[src/rtl/clock_speed_pkg.sv]
`default_nettype none

package clock_speed_pkg;

    // Register port addresses
    localparam logic [7:0] SPEED_REG_ADDR     = 8'h8F;
    localparam logic [7:0] AUX_REG_ADDR       = 8'hA2;
    localparam logic [7:0] PTR_LOW_REG_ADDR   = 8'h82;
    localparam logic [7:0] PTR_HIGH_REG_ADDR  = 8'h83;

    // Field positions
    localparam int unsigned SPEED_SEL_BIT     = 0;
    localparam int unsigned PTR_SEL_BIT       = 0;
    localparam int unsigned STUCK_ZERO_BIT    = 2;
    localparam int unsigned USER_FLAG_BIT     = 3;

    // Reset values
    localparam logic        SPEED_SEL_RESET   = 1'b0;
    localparam logic        PTR_SEL_RESET     = 1'b0;
    localparam logic        USER_FLAG_RESET   = 1'b0;
    localparam logic [15:0] PTR_RESET         = 16'h0000;
    localparam logic [7:0]  READ_IDLE_VALUE   = 8'h00;

    // Oscillator periods per machine cycle
    localparam logic [3:0]  SLOW_PERIODS      = 4'hC;
    localparam logic [3:0]  FAST_PERIODS      = 4'h6;

    // Pointer operations from the core
    typedef enum logic [1:0] {
        PTR_NOP       = 2'h0,
        PTR_LOAD_LOW  = 2'h1,
        PTR_LOAD_HIGH = 2'h2,
        PTR_INC       = 2'h3
    } ptr_op_e;

endpackage : clock_speed_pkg

`default_nettype wire

[src/rtl/speed_timebase.sv]
`timescale 1ns/100ps
`default_nettype none

module speed_timebase (
    input  wire logic mclk,
    input  wire logic nrst,
    input  wire logic doubleSpeedSelect,
    output logic      coreTick,
    output logic      machineTick,
    output logic      twelvePeriodMode
);

    typedef struct packed {
        logic [3:0] phase;
        logic       doubleMode;
        logic       coreTick;
        logic       machineTick;
    } state_s;

    state_s st;
    state_s next_st;
    logic [3:0] lastPhase;

    assign lastPhase = (st.doubleMode ? clock_speed_pkg::FAST_PERIODS
                                      : clock_speed_pkg::SLOW_PERIODS) - 4'h1;

    always_comb begin
        next_st = st;
        next_st.machineTick = (st.phase == lastPhase);
        // Core clock is crystal/2 in standard mode, crystal in double mode
        next_st.coreTick = st.doubleMode | st.phase[0];
        if (st.phase == lastPhase) begin
            next_st.phase = 4'h0;
            // Mode only changes on a machine cycle edge: no torn cycles
            next_st.doubleMode = doubleSpeedSelect;
        end else begin
            next_st.phase = st.phase + 4'h1;
        end
    end

    always_ff @(posedge mclk or negedge nrst) begin
        if (!nrst) begin
            st <= '0;
        end else begin
            st <= next_st;
        end
    end

    assign coreTick         = st.coreTick;
    assign machineTick      = st.machineTick;
    assign twelvePeriodMode = !st.doubleMode;

    property p_slow_cycle;
        @(posedge mclk) disable iff (!nrst)
        (machineTick && twelvePeriodMode) |-> ##12 machineTick;
    endproperty
    a_slow_cycle: assert property (p_slow_cycle) else $error("standard cycle not 12");

    property p_fast_cycle;
        @(posedge mclk) disable iff (!nrst)
        (machineTick && !twelvePeriodMode) |-> ##1 !machineTick [*5] ##1 machineTick;
    endproperty
    a_fast_cycle: assert property (p_fast_cycle) else $error("double cycle not 6");

    property p_core_half;
        @(posedge mclk) disable iff (!nrst)
        (twelvePeriodMode && coreTick) |=> !coreTick;
    endproperty
    a_core_half: assert property (p_core_half) else $error("core tick too fast");

endmodule : speed_timebase

`default_nettype wire

[src/rtl/clock_speed_and_pointer_select.sv]
// Functional notes
// - Speed bit switches 12/6 periods, both ways
// - Reset starts in standard speed
// - Double speed halves peripheral timing reference
// - Speed bit zero: 12 periods, crystal/2
// - Speed bit one: 6 periods, crystal clock
// - Speed register resets bit 0 clear
// - Two independent 16-bit data pointers
// - Aux bit 0 selects the pointer
// - Select zero first pointer, one second
// - Aux bit 3 is free user flag
// - Aux resets bits 3,2,0; bit 2 zero
// - Reserved bits read back undefined; here they read zero
// - Reserved bits default zero, active one
//
// Chosen here: the plain strobed port.
`timescale 1ns/100ps
`default_nettype none

module clock_speed_and_pointer_select (
    input  wire logic        mclk,
    input  wire logic        nrst,
    input  wire logic [7:0]  regAddr,
    input  wire logic [7:0]  regWrData,
    input  wire logic        regWr,
    input  wire logic        regRd,
    output logic      [7:0]  regRdData,
    input  wire logic [1:0]  ptrOp,
    input  wire logic [7:0]  ptrByte,
    output logic      [15:0] activePointer,
    output logic      [15:0] firstDataPointer,
    output logic      [15:0] secondDataPointer,
    output logic             pointerSelect,
    output logic             userFlag,
    output logic             doubleSpeedSelect,
    output logic             twelvePeriodMode,
    output logic             coreTick,
    output logic             timeRefTick,
    output logic             machineTick
);

    typedef struct packed {
        logic        speedSel;
        logic        ptrSel;
        logic        userFlag;
        logic [15:0] ptr0;
        logic [15:0] ptr1;
        logic [7:0]  rdData;
    } state_s;

    localparam state_s RESET_STATE = '{
        speedSel: clock_speed_pkg::SPEED_SEL_RESET,
        ptrSel:   clock_speed_pkg::PTR_SEL_RESET,
        userFlag: clock_speed_pkg::USER_FLAG_RESET,
        ptr0:     clock_speed_pkg::PTR_RESET,
        ptr1:     clock_speed_pkg::PTR_RESET,
        rdData:   clock_speed_pkg::READ_IDLE_VALUE
    };

    state_s st;
    state_s next_st;
    logic [15:0] selPtr;
    logic [15:0] newPtr;
    logic        coreTickRaw;

    assign selPtr = st.ptrSel ? st.ptr1 : st.ptr0;

    // Core pointer op first, then a register-port byte write of the same
    // pointer overrides it; both act on the pointer chosen before this edge.
    always_comb begin
        newPtr = selPtr;
        case (clock_speed_pkg::ptr_op_e'(ptrOp))
            clock_speed_pkg::PTR_LOAD_LOW: begin
                newPtr[7:0] = ptrByte;
            end
            clock_speed_pkg::PTR_LOAD_HIGH: begin
                newPtr[15:8] = ptrByte;
            end
            clock_speed_pkg::PTR_INC: begin
                newPtr = selPtr + 16'h0001;
            end
            default: begin
                newPtr = selPtr;
            end
        endcase
        if (regWr && regAddr == clock_speed_pkg::PTR_LOW_REG_ADDR) begin
            newPtr[7:0] = regWrData;
        end
        if (regWr && regAddr == clock_speed_pkg::PTR_HIGH_REG_ADDR) begin
            newPtr[15:8] = regWrData;
        end
    end

    always_comb begin
        next_st = st;
        next_st.rdData = clock_speed_pkg::READ_IDLE_VALUE;

        // Only the selected pointer moves; the other keeps its value
        if (st.ptrSel) begin
            next_st.ptr1 = newPtr;
        end else begin
            next_st.ptr0 = newPtr;
        end

        if (regWr) begin
            case (regAddr)
                clock_speed_pkg::SPEED_REG_ADDR: begin
                    // Reserved bits are not stored
                    next_st.speedSel = regWrData[clock_speed_pkg::SPEED_SEL_BIT];
                end
                clock_speed_pkg::AUX_REG_ADDR: begin
                    next_st.ptrSel   = regWrData[clock_speed_pkg::PTR_SEL_BIT];
                    next_st.userFlag = regWrData[clock_speed_pkg::USER_FLAG_BIT];
                end
                default: begin
                    next_st.speedSel = st.speedSel;
                end
            endcase
        end

        // Reserved bits read as zero, the state a future feature resets to
        if (regRd) begin
            case (regAddr)
                clock_speed_pkg::SPEED_REG_ADDR: begin
                    next_st.rdData[clock_speed_pkg::SPEED_SEL_BIT] = st.speedSel;
                end
                clock_speed_pkg::AUX_REG_ADDR: begin
                    next_st.rdData[clock_speed_pkg::PTR_SEL_BIT]    = st.ptrSel;
                    next_st.rdData[clock_speed_pkg::USER_FLAG_BIT]  = st.userFlag;
                    next_st.rdData[clock_speed_pkg::STUCK_ZERO_BIT] = 1'b0;
                end
                clock_speed_pkg::PTR_LOW_REG_ADDR: begin
                    next_st.rdData = selPtr[7:0];
                end
                clock_speed_pkg::PTR_HIGH_REG_ADDR: begin
                    next_st.rdData = selPtr[15:8];
                end
                default: begin
                    next_st.rdData = clock_speed_pkg::READ_IDLE_VALUE;
                end
            endcase
        end
    end

    always_ff @(posedge mclk or negedge nrst) begin
        if (!nrst) begin
            st <= RESET_STATE;
        end else begin
            st <= next_st;
        end
    end

    speed_timebase u_timebase (
        .mclk              (mclk),
        .nrst              (nrst),
        .doubleSpeedSelect (st.speedSel),
        .coreTick          (coreTickRaw),
        .machineTick       (machineTick),
        .twelvePeriodMode  (twelvePeriodMode)
    );

    // Peripherals time off the core tick, so double speed halves their base
    assign timeRefTick = coreTickRaw;
    assign coreTick    = coreTickRaw;

    assign regRdData         = st.rdData;
    assign activePointer     = selPtr;
    assign firstDataPointer  = st.ptr0;
    assign secondDataPointer = st.ptr1;
    assign pointerSelect     = st.ptrSel;
    assign userFlag          = st.userFlag;
    assign doubleSpeedSelect = st.speedSel;

    property p_speed_write;
        @(posedge mclk) disable iff (!nrst)
        (regWr && regAddr == clock_speed_pkg::SPEED_REG_ADDR)
            |=> doubleSpeedSelect == $past(regWrData[0]);
    endproperty
    a_speed_write: assert property (p_speed_write) else $error("speed bit not written");

    property p_enter_slow;
        @(posedge mclk) disable iff (!nrst)
        $fell(doubleSpeedSelect) |-> ##[0:13] twelvePeriodMode;
    endproperty
    a_enter_slow: assert property (p_enter_slow) else $error("standard mode not entered");

    property p_enter_fast;
        @(posedge mclk) disable iff (!nrst)
        $rose(doubleSpeedSelect) |-> ##[0:13] !twelvePeriodMode;
    endproperty
    a_enter_fast: assert property (p_enter_fast) else $error("double mode not entered");

    property p_time_ref;
        @(posedge mclk) disable iff (!nrst)
        !twelvePeriodMode |=> timeRefTick;
    endproperty
    a_time_ref: assert property (p_time_ref) else $error("time reference not doubled");

    property p_speed_read;
        @(posedge mclk) disable iff (!nrst)
        (regRd && regAddr == clock_speed_pkg::SPEED_REG_ADDR)
            |=> regRdData == {7'h00, $past(doubleSpeedSelect)};
    endproperty
    a_speed_read: assert property (p_speed_read) else $error("speed read wrong");

    property p_aux_read;
        @(posedge mclk) disable iff (!nrst)
        (regRd && regAddr == clock_speed_pkg::AUX_REG_ADDR)
            |=> regRdData == {4'h0, $past(userFlag), 2'b00, $past(pointerSelect)};
    endproperty
    a_aux_read: assert property (p_aux_read) else $error("aux read wrong");

    property p_aux_write;
        @(posedge mclk) disable iff (!nrst)
        (regWr && regAddr == clock_speed_pkg::AUX_REG_ADDR)
            |=> pointerSelect == $past(regWrData[0]) && userFlag == $past(regWrData[3])
                && doubleSpeedSelect == $past(doubleSpeedSelect);
    endproperty
    a_aux_write: assert property (p_aux_write) else $error("aux write wrong");

    property p_inc_first;
        @(posedge mclk) disable iff (!nrst)
        (ptrOp == 2'b11 && !pointerSelect && !regWr)
            |=> firstDataPointer == $past(firstDataPointer) + 16'h0001
                && secondDataPointer == $past(secondDataPointer);
    endproperty
    a_inc_first: assert property (p_inc_first) else $error("first pointer inc wrong");

    property p_inc_second;
        @(posedge mclk) disable iff (!nrst)
        (ptrOp == 2'b11 && pointerSelect && !regWr)
            |=> secondDataPointer == $past(secondDataPointer) + 16'h0001
                && firstDataPointer == $past(firstDataPointer);
    endproperty
    a_inc_second: assert property (p_inc_second) else $error("second pointer inc wrong");

    property p_unmapped;
        @(posedge mclk) disable iff (!nrst)
        (regRd && regAddr != clock_speed_pkg::SPEED_REG_ADDR
               && regAddr != clock_speed_pkg::AUX_REG_ADDR
               && regAddr != clock_speed_pkg::PTR_LOW_REG_ADDR
               && regAddr != clock_speed_pkg::PTR_HIGH_REG_ADDR)
            |=> regRdData == 8'h00;
    endproperty
    a_unmapped: assert property (p_unmapped) else $error("unmapped read not zero");

    property p_speed_hold;
        @(posedge mclk) disable iff (!nrst)
        !(regWr && regAddr == clock_speed_pkg::SPEED_REG_ADDR)
            |=> $stable(doubleSpeedSelect);
    endproperty
    a_speed_hold: assert property (p_speed_hold) else $error("speed bit moved");

    property p_aux_hold;
        @(posedge mclk) disable iff (!nrst)
        !(regWr && regAddr == clock_speed_pkg::AUX_REG_ADDR)
            |=> $stable(pointerSelect) && $stable(userFlag);
    endproperty
    a_aux_hold: assert property (p_aux_hold) else $error("aux bits moved");

    property p_mode_change;
        @(posedge mclk) disable iff (!nrst)
        $changed(twelvePeriodMode) |-> machineTick;
    endproperty
    a_mode_change: assert property (p_mode_change) else $error("mode changed mid cycle");

    property p_mode_follow;
        @(posedge mclk) disable iff (!nrst)
        machineTick |-> twelvePeriodMode == !$past(doubleSpeedSelect);
    endproperty
    a_mode_follow: assert property (p_mode_follow) else $error("mode not from speed bit");

    property p_keep_first;
        @(posedge mclk) disable iff (!nrst)
        pointerSelect |=> $stable(firstDataPointer);
    endproperty
    a_keep_first: assert property (p_keep_first) else $error("idle first pointer moved");

    property p_keep_second;
        @(posedge mclk) disable iff (!nrst)
        !pointerSelect |=> $stable(secondDataPointer);
    endproperty
    a_keep_second: assert property (p_keep_second) else $error("idle second pointer moved");

    property p_load_low;
        @(posedge mclk) disable iff (!nrst)
        (ptrOp == clock_speed_pkg::PTR_LOAD_LOW && !regWr)
            |=> activePointer == {$past(activePointer[15:8]), $past(ptrByte)};
    endproperty
    a_load_low: assert property (p_load_low) else $error("low byte load wrong");

    property p_load_high;
        @(posedge mclk) disable iff (!nrst)
        (ptrOp == clock_speed_pkg::PTR_LOAD_HIGH && !regWr)
            |=> activePointer == {$past(ptrByte), $past(activePointer[7:0])};
    endproperty
    a_load_high: assert property (p_load_high) else $error("high byte load wrong");

    property p_port_low;
        @(posedge mclk) disable iff (!nrst)
        (regWr && regAddr == clock_speed_pkg::PTR_LOW_REG_ADDR)
            |=> activePointer[7:0] == $past(regWrData);
    endproperty
    a_port_low: assert property (p_port_low) else $error("low byte write wrong");

    property p_port_high;
        @(posedge mclk) disable iff (!nrst)
        (regWr && regAddr == clock_speed_pkg::PTR_HIGH_REG_ADDR)
            |=> activePointer[15:8] == $past(regWrData);
    endproperty
    a_port_high: assert property (p_port_high) else $error("high byte write wrong");

    property p_read_low;
        @(posedge mclk) disable iff (!nrst)
        (regRd && regAddr == clock_speed_pkg::PTR_LOW_REG_ADDR)
            |=> regRdData == $past(activePointer[7:0]);
    endproperty
    a_read_low: assert property (p_read_low) else $error("low byte read wrong");

    property p_read_high;
        @(posedge mclk) disable iff (!nrst)
        (regRd && regAddr == clock_speed_pkg::PTR_HIGH_REG_ADDR)
            |=> regRdData == $past(activePointer[15:8]);
    endproperty
    a_read_high: assert property (p_read_high) else $error("high byte read wrong");

    property p_read_idle;
        @(posedge mclk) disable iff (!nrst)
        !regRd |=> regRdData == clock_speed_pkg::READ_IDLE_VALUE;
    endproperty
    a_read_idle: assert property (p_read_idle) else $error("read data outside slot");

    property p_inc_wrap;
        @(posedge mclk) disable iff (!nrst)
        (ptrOp == clock_speed_pkg::PTR_INC && !regWr && activePointer == 16'hFFFF)
            |=> activePointer == 16'h0000;
    endproperty
    a_inc_wrap: assert property (p_inc_wrap) else $error("pointer did not wrap");

    property p_fast_core;
        @(posedge mclk) disable iff (!nrst)
        !twelvePeriodMode |-> coreTick;
    endproperty
    a_fast_core: assert property (p_fast_core) else $error("core tick gap in double mode");

endmodule : clock_speed_and_pointer_select

`default_nettype wire

[config.mk]
export PLATFORM = sky130hd
export DESIGN_NAME = clock_speed_and_pointer_select
export DESIGN_NICKNAME = d
export VERILOG_FILES = /design/src/rtl/clock_speed_pkg.sv /design/src/rtl/speed_timebase.sv /design/src/rtl/clock_speed_and_pointer_select.sv
export SDC_FILE = /design/constraint.sdc
export NUM_CORES = 1
export LEC_CHECK = 0
export BUFFER_PORTS_ARGS = -buffer_cell sky130_fd_sc_hd__buf_2
export CAP_MARGIN = 20
export CORE_MARGIN = 1.5
export CORE_UTILIZATION = 35
export CTS_CLUSTER_SIZE = 40
export DETAILED_ROUTE_END_ITERATION = 10
export PLACE_DENSITY = 0.55
export REMOVE_ABC_BUFFERS = 1
export SKIP_LAST_GASP = 1
export SYNTH_ARGS = -nofsm -noshare
export SYNTH_HDL_FRONTEND = slang
export SYNTH_SLANG_ARGS = --single-unit
[constraint.sdc]
create_clock -name mclk -period 6.9 [get_ports mclk]
set_clock_uncertainty 0.15 [all_clocks]
set_input_delay 2.07 -clock mclk [delete_from_list [all_inputs] [get_ports mclk]]
set_output_delay 2.07 -clock mclk [all_outputs]
set_load 0.03 [all_outputs]
==> implementation parameters <==
Parameter                              Value

Status
  Status    complete, no violations

STA
  Unrepaired setup endpoints after global routing    false
  Final setup fails    0
  Minimum clock period    4.54 ns
  Relative slew slack    18.5%
  Endpoints failing hold    0
  Post-route fraction of the period consumed by the critical path    65.8%
  Slew Viols, Final    0
  Fin Setup TNS    0 ns
  Maximum clock frequency    220 MHz
  Transition time at the pin with the least slew margin    1.22 ns

Layout
  Fill cells    901
  Non-filler cells in the finished layout    538
  Fin util    43.3%
  Final-stage net count    461
  Number of diodes    0
  Area used by multi-input combinational logic    1740 µm²
  Sequential cell area    1250 µm²
  Fraction of final layout cells sized beyond drive strength 1    29.5%
  Area added between synthesis and finish    20.0%

Detailed routing
  Routed via count    3067
  Number of DRC markers in iteration 0    138
  Number of vias per cell after detailed routing    5.70
  Number of search-and-repair iterations in the first detailed-routing pass    5
  Average wire per cell in the routed design    17.7 µm
  Total DRC errors in the routed layout    0
  DRT Wirelength    9550 µm
  Residual antenna-violating net count after detailed routing    0

Global routing
  Global-route congestion overflow total    0
  Pin count of the biggest net entering global routing    51
  Number of antenna violations at the first check in global routing    0
  GR Util All Layers    19.9%
  Number of global-route vias before repair    2898
  Wire length of the first global-routing pass    15200 µm

Yosys
  Mean instance size in the synthesized netlist    9.05 µm²
  Async set-or-reset flop fraction in the synthesized netlist    100%
  Library cells used by synthesis    55
  Count of yosys warnings during synthesis    0
  Count of state elements after synthesis    50
  Proportion of synthesized chip area in sequential cells    40.0%
  Main flop type after synthesis    dfrtp_1
  Mapped cell area    3130 µm²
  Synthesized instance count    346
  EDFF count, synth    0

Clocking
  Clock latency at the later pin of the worst-skew pair    0.31 ns
  Buffer cell driving the clock tree root    clkbuf_8
  Clock-pin slew on the worst setup and hold paths    0.11 ns
  Buffer levels on the longest clock path    2
  Number of post-CTS setup repair buffers    0
  H-tree lvl count    2
  Total of hold buffers inserted after clock tree synthesis    0
  CTS tree    yes
  Gates resized, CTS repair    0
  Clock buffer count from CTS    5
  Total number of clock tree sinks    50

Power and ir drop
  Standby leakage power    1.73 nW
  Worst-case vdd ir drop    0.158 mV
  Total power consumption of the routed design    0.00110 W
  Pwr/cell area    292 nW/µm²

Min path
  Start point of the worst hold path    firstDataPointer[14]
  Kind of path behind the tightest hold check    reg -> reg

Die
  Chip Width    97.6 µm
  Core box area    8680 µm²
  Die Area    9520 µm²
  Row count    34
  Number of I/O pins    93
  Initial core utilization    36.1%
  Die height    97.6 µm

Worst setup path
  Endpoint required time on the critical path    4.68 ns
  Class of the most critical setup path    reg -> out
  Setup crit start    pointerSelect
  Capturing element type of the critical path    output pin
  CP Data Arrival Time    2.32 ns
  Worst Setup Start Kind    register
  Largest fanout on the critical path    38
  Startpoint of the lowest-slack register-to-register path    pointerSelect

Placed design
  Post-detailed-placement half-perimeter wirelength    7040 µm
  Number of buffers inserted by port buffering    92
  Number of placed cells counting well taps    530
  Placer Congestion    0.843

Run
  Max-capacitance violation count    0
## metrics by stage
step	cell area [µm²]	hold WS [ns]	setup WS, ns
3_3_place_gp	3660	0.374	2.38
2_1_floorplan	3050	0.332	2.44
4_1_cts	3760	0.405	2.35
6_report	3760	0.397	2.36
5_1_grt	3760	0.431	2.22
3_5_place_dp	3660	0.369	2.33
## where the power goes
group	internal, W	leakage, nW	switching (W)
Sequential	0.000352	0.626	0.0000802
Clock	0.0000736	0.0447	0.000111
Combinational	0.000153	1.06	0.000327
Total	0.000579	1.73	0.000518
## state kept, by name, summed over array words and instances (netlist names)
register,count
doubleSpeedSelect,1
firstDataPointer,16
pointerSelect,1
regRdData,8
secondDataPointer,16
u_timebase.coreTick,1
u_timebase.machineTick,1
u_timebase.st,5
userFlag,1
## synthesized netlist by cell type (all sizes together), types with 4 or more instances
| cell type | number | share of area [%] |
|---|---|---|
| mux2i | 16 | 5.1 |
| nand4 | 10 | 2.0 |
| o31ai | 6 | 1.4 |
| inv | 16 | 1.9 |
| nand2 | 36 | 4.3 |
| mux2 | 19 | 6.8 |
| a22oi | 6 | 1.4 |
| o21ai | 19 | 3.0 |
| nor3 | 4 | 0.80 |
| a31oi | 5 | 1.0 |
| nand3 | 10 | 1.6 |
| a21oi | 27 | 4.4 |
| nand4b | 4 | 1.6 |
| dfrtp | 50 | 40 |
| nor2 | 23 | 2.8 |
| nand2b | 5 | 1.0 |
| clkbuf | 12 | 1.4 |
| buf | 6 | 1.1 |
| o22ai | 8 | 1.6 |
| nor2b | 8 | 1.6 |
| a211oi | 8 | 2.1 |
## logic make-up (layout without fill, tap and decap cells)
| logic type | after synthesis | in the layout | synth area share [%] |
|---|---|---|---|
| AO/OA/AOI/OAI | 107 | 107 | 22.9 |
| XOR/XNOR | 1 | 1 | 0.280 |
| adder cells (fa/ha/maj) | 2 | 2 | 0.799 |
| buffers and inverters | 35 | 119 | 4.60 |
| flip-flops | 50 | 50 | 40.0 |
| multiplexers | 35 | 35 | 12.0 |
| AND/OR/NAND/NOR | 116 | 116 | 19.5 |
## final timing paths
kind	to	slack (ns)	depth (start not counted)
max	activePointer[8]	2.36	5
min	firstDataPointer[14]	0.40	1
max reg2reg	firstDataPointer[15]	3.62	6
min reg2reg	firstDataPointer[14]	0.40	1
max in group asynchronous	pointerSelect	4.43	2
min in group asynchronous	firstDataPointer[1]	1.71	2
## cell usage in the layout (no fill, tap or decap), drive strengths merged, types with 3 or more instances in the layout
cell type	synthesis	routed
nand4b	4	4
nand2b	5	5
a2bb2oi	3	3
nor3	4	4
a211oi	8	8
mux2i	16	16
nor2b	8	8
o31ai	6	6
a22oi	6	6
o21ai	19	19
nand2	36	36
buf	6	94
a31oi	5	5
and3	3	3
mux2	19	19
a21oi	27	27
nor2	23	23
a22o	3	3
o22ai	8	8
dfrtp	50	50
clkbuf	12	5
a32o	3	3
nand4	10	10
o2bb2ai	3	3
inv	16	17
o21a	3	3
and2	3	3
nand3	10	10
## critical path, cell delays in order, from the launching register on
cell and delay [ns]:
dfrtp_2 0.77, buf_4 0.48, nor2b_1 0.15, a21oi_1 0.33, inv_1 0.07, buf_2 0.18
## cell type report
| class | count | area share [%] |
|---|---|---|
| clock buffers | 5 | 1.83 |
| flip-flops and latches | 50 | 33.3 |
| clock inverters | 3 | 0.666 |
| well taps | 108 | 3.60 |
| repair buffers | 94 | 12.7 |
| multi-input cells | 261 | 46.2 |
| inverters | 17 | 1.70 |
## routing by layer
metal  part of all wire [%]  vias to the layer above  track usage [%]
li1                       -                     1469                -
met1                     48                     1495             28.5
met2                     45                       93             31.0
met3                    5.2                       10             3.17
met4                    1.1                        0             5.38
met5                      0                        -                0
Note: power is estimated with default switching activity, not from simulation.
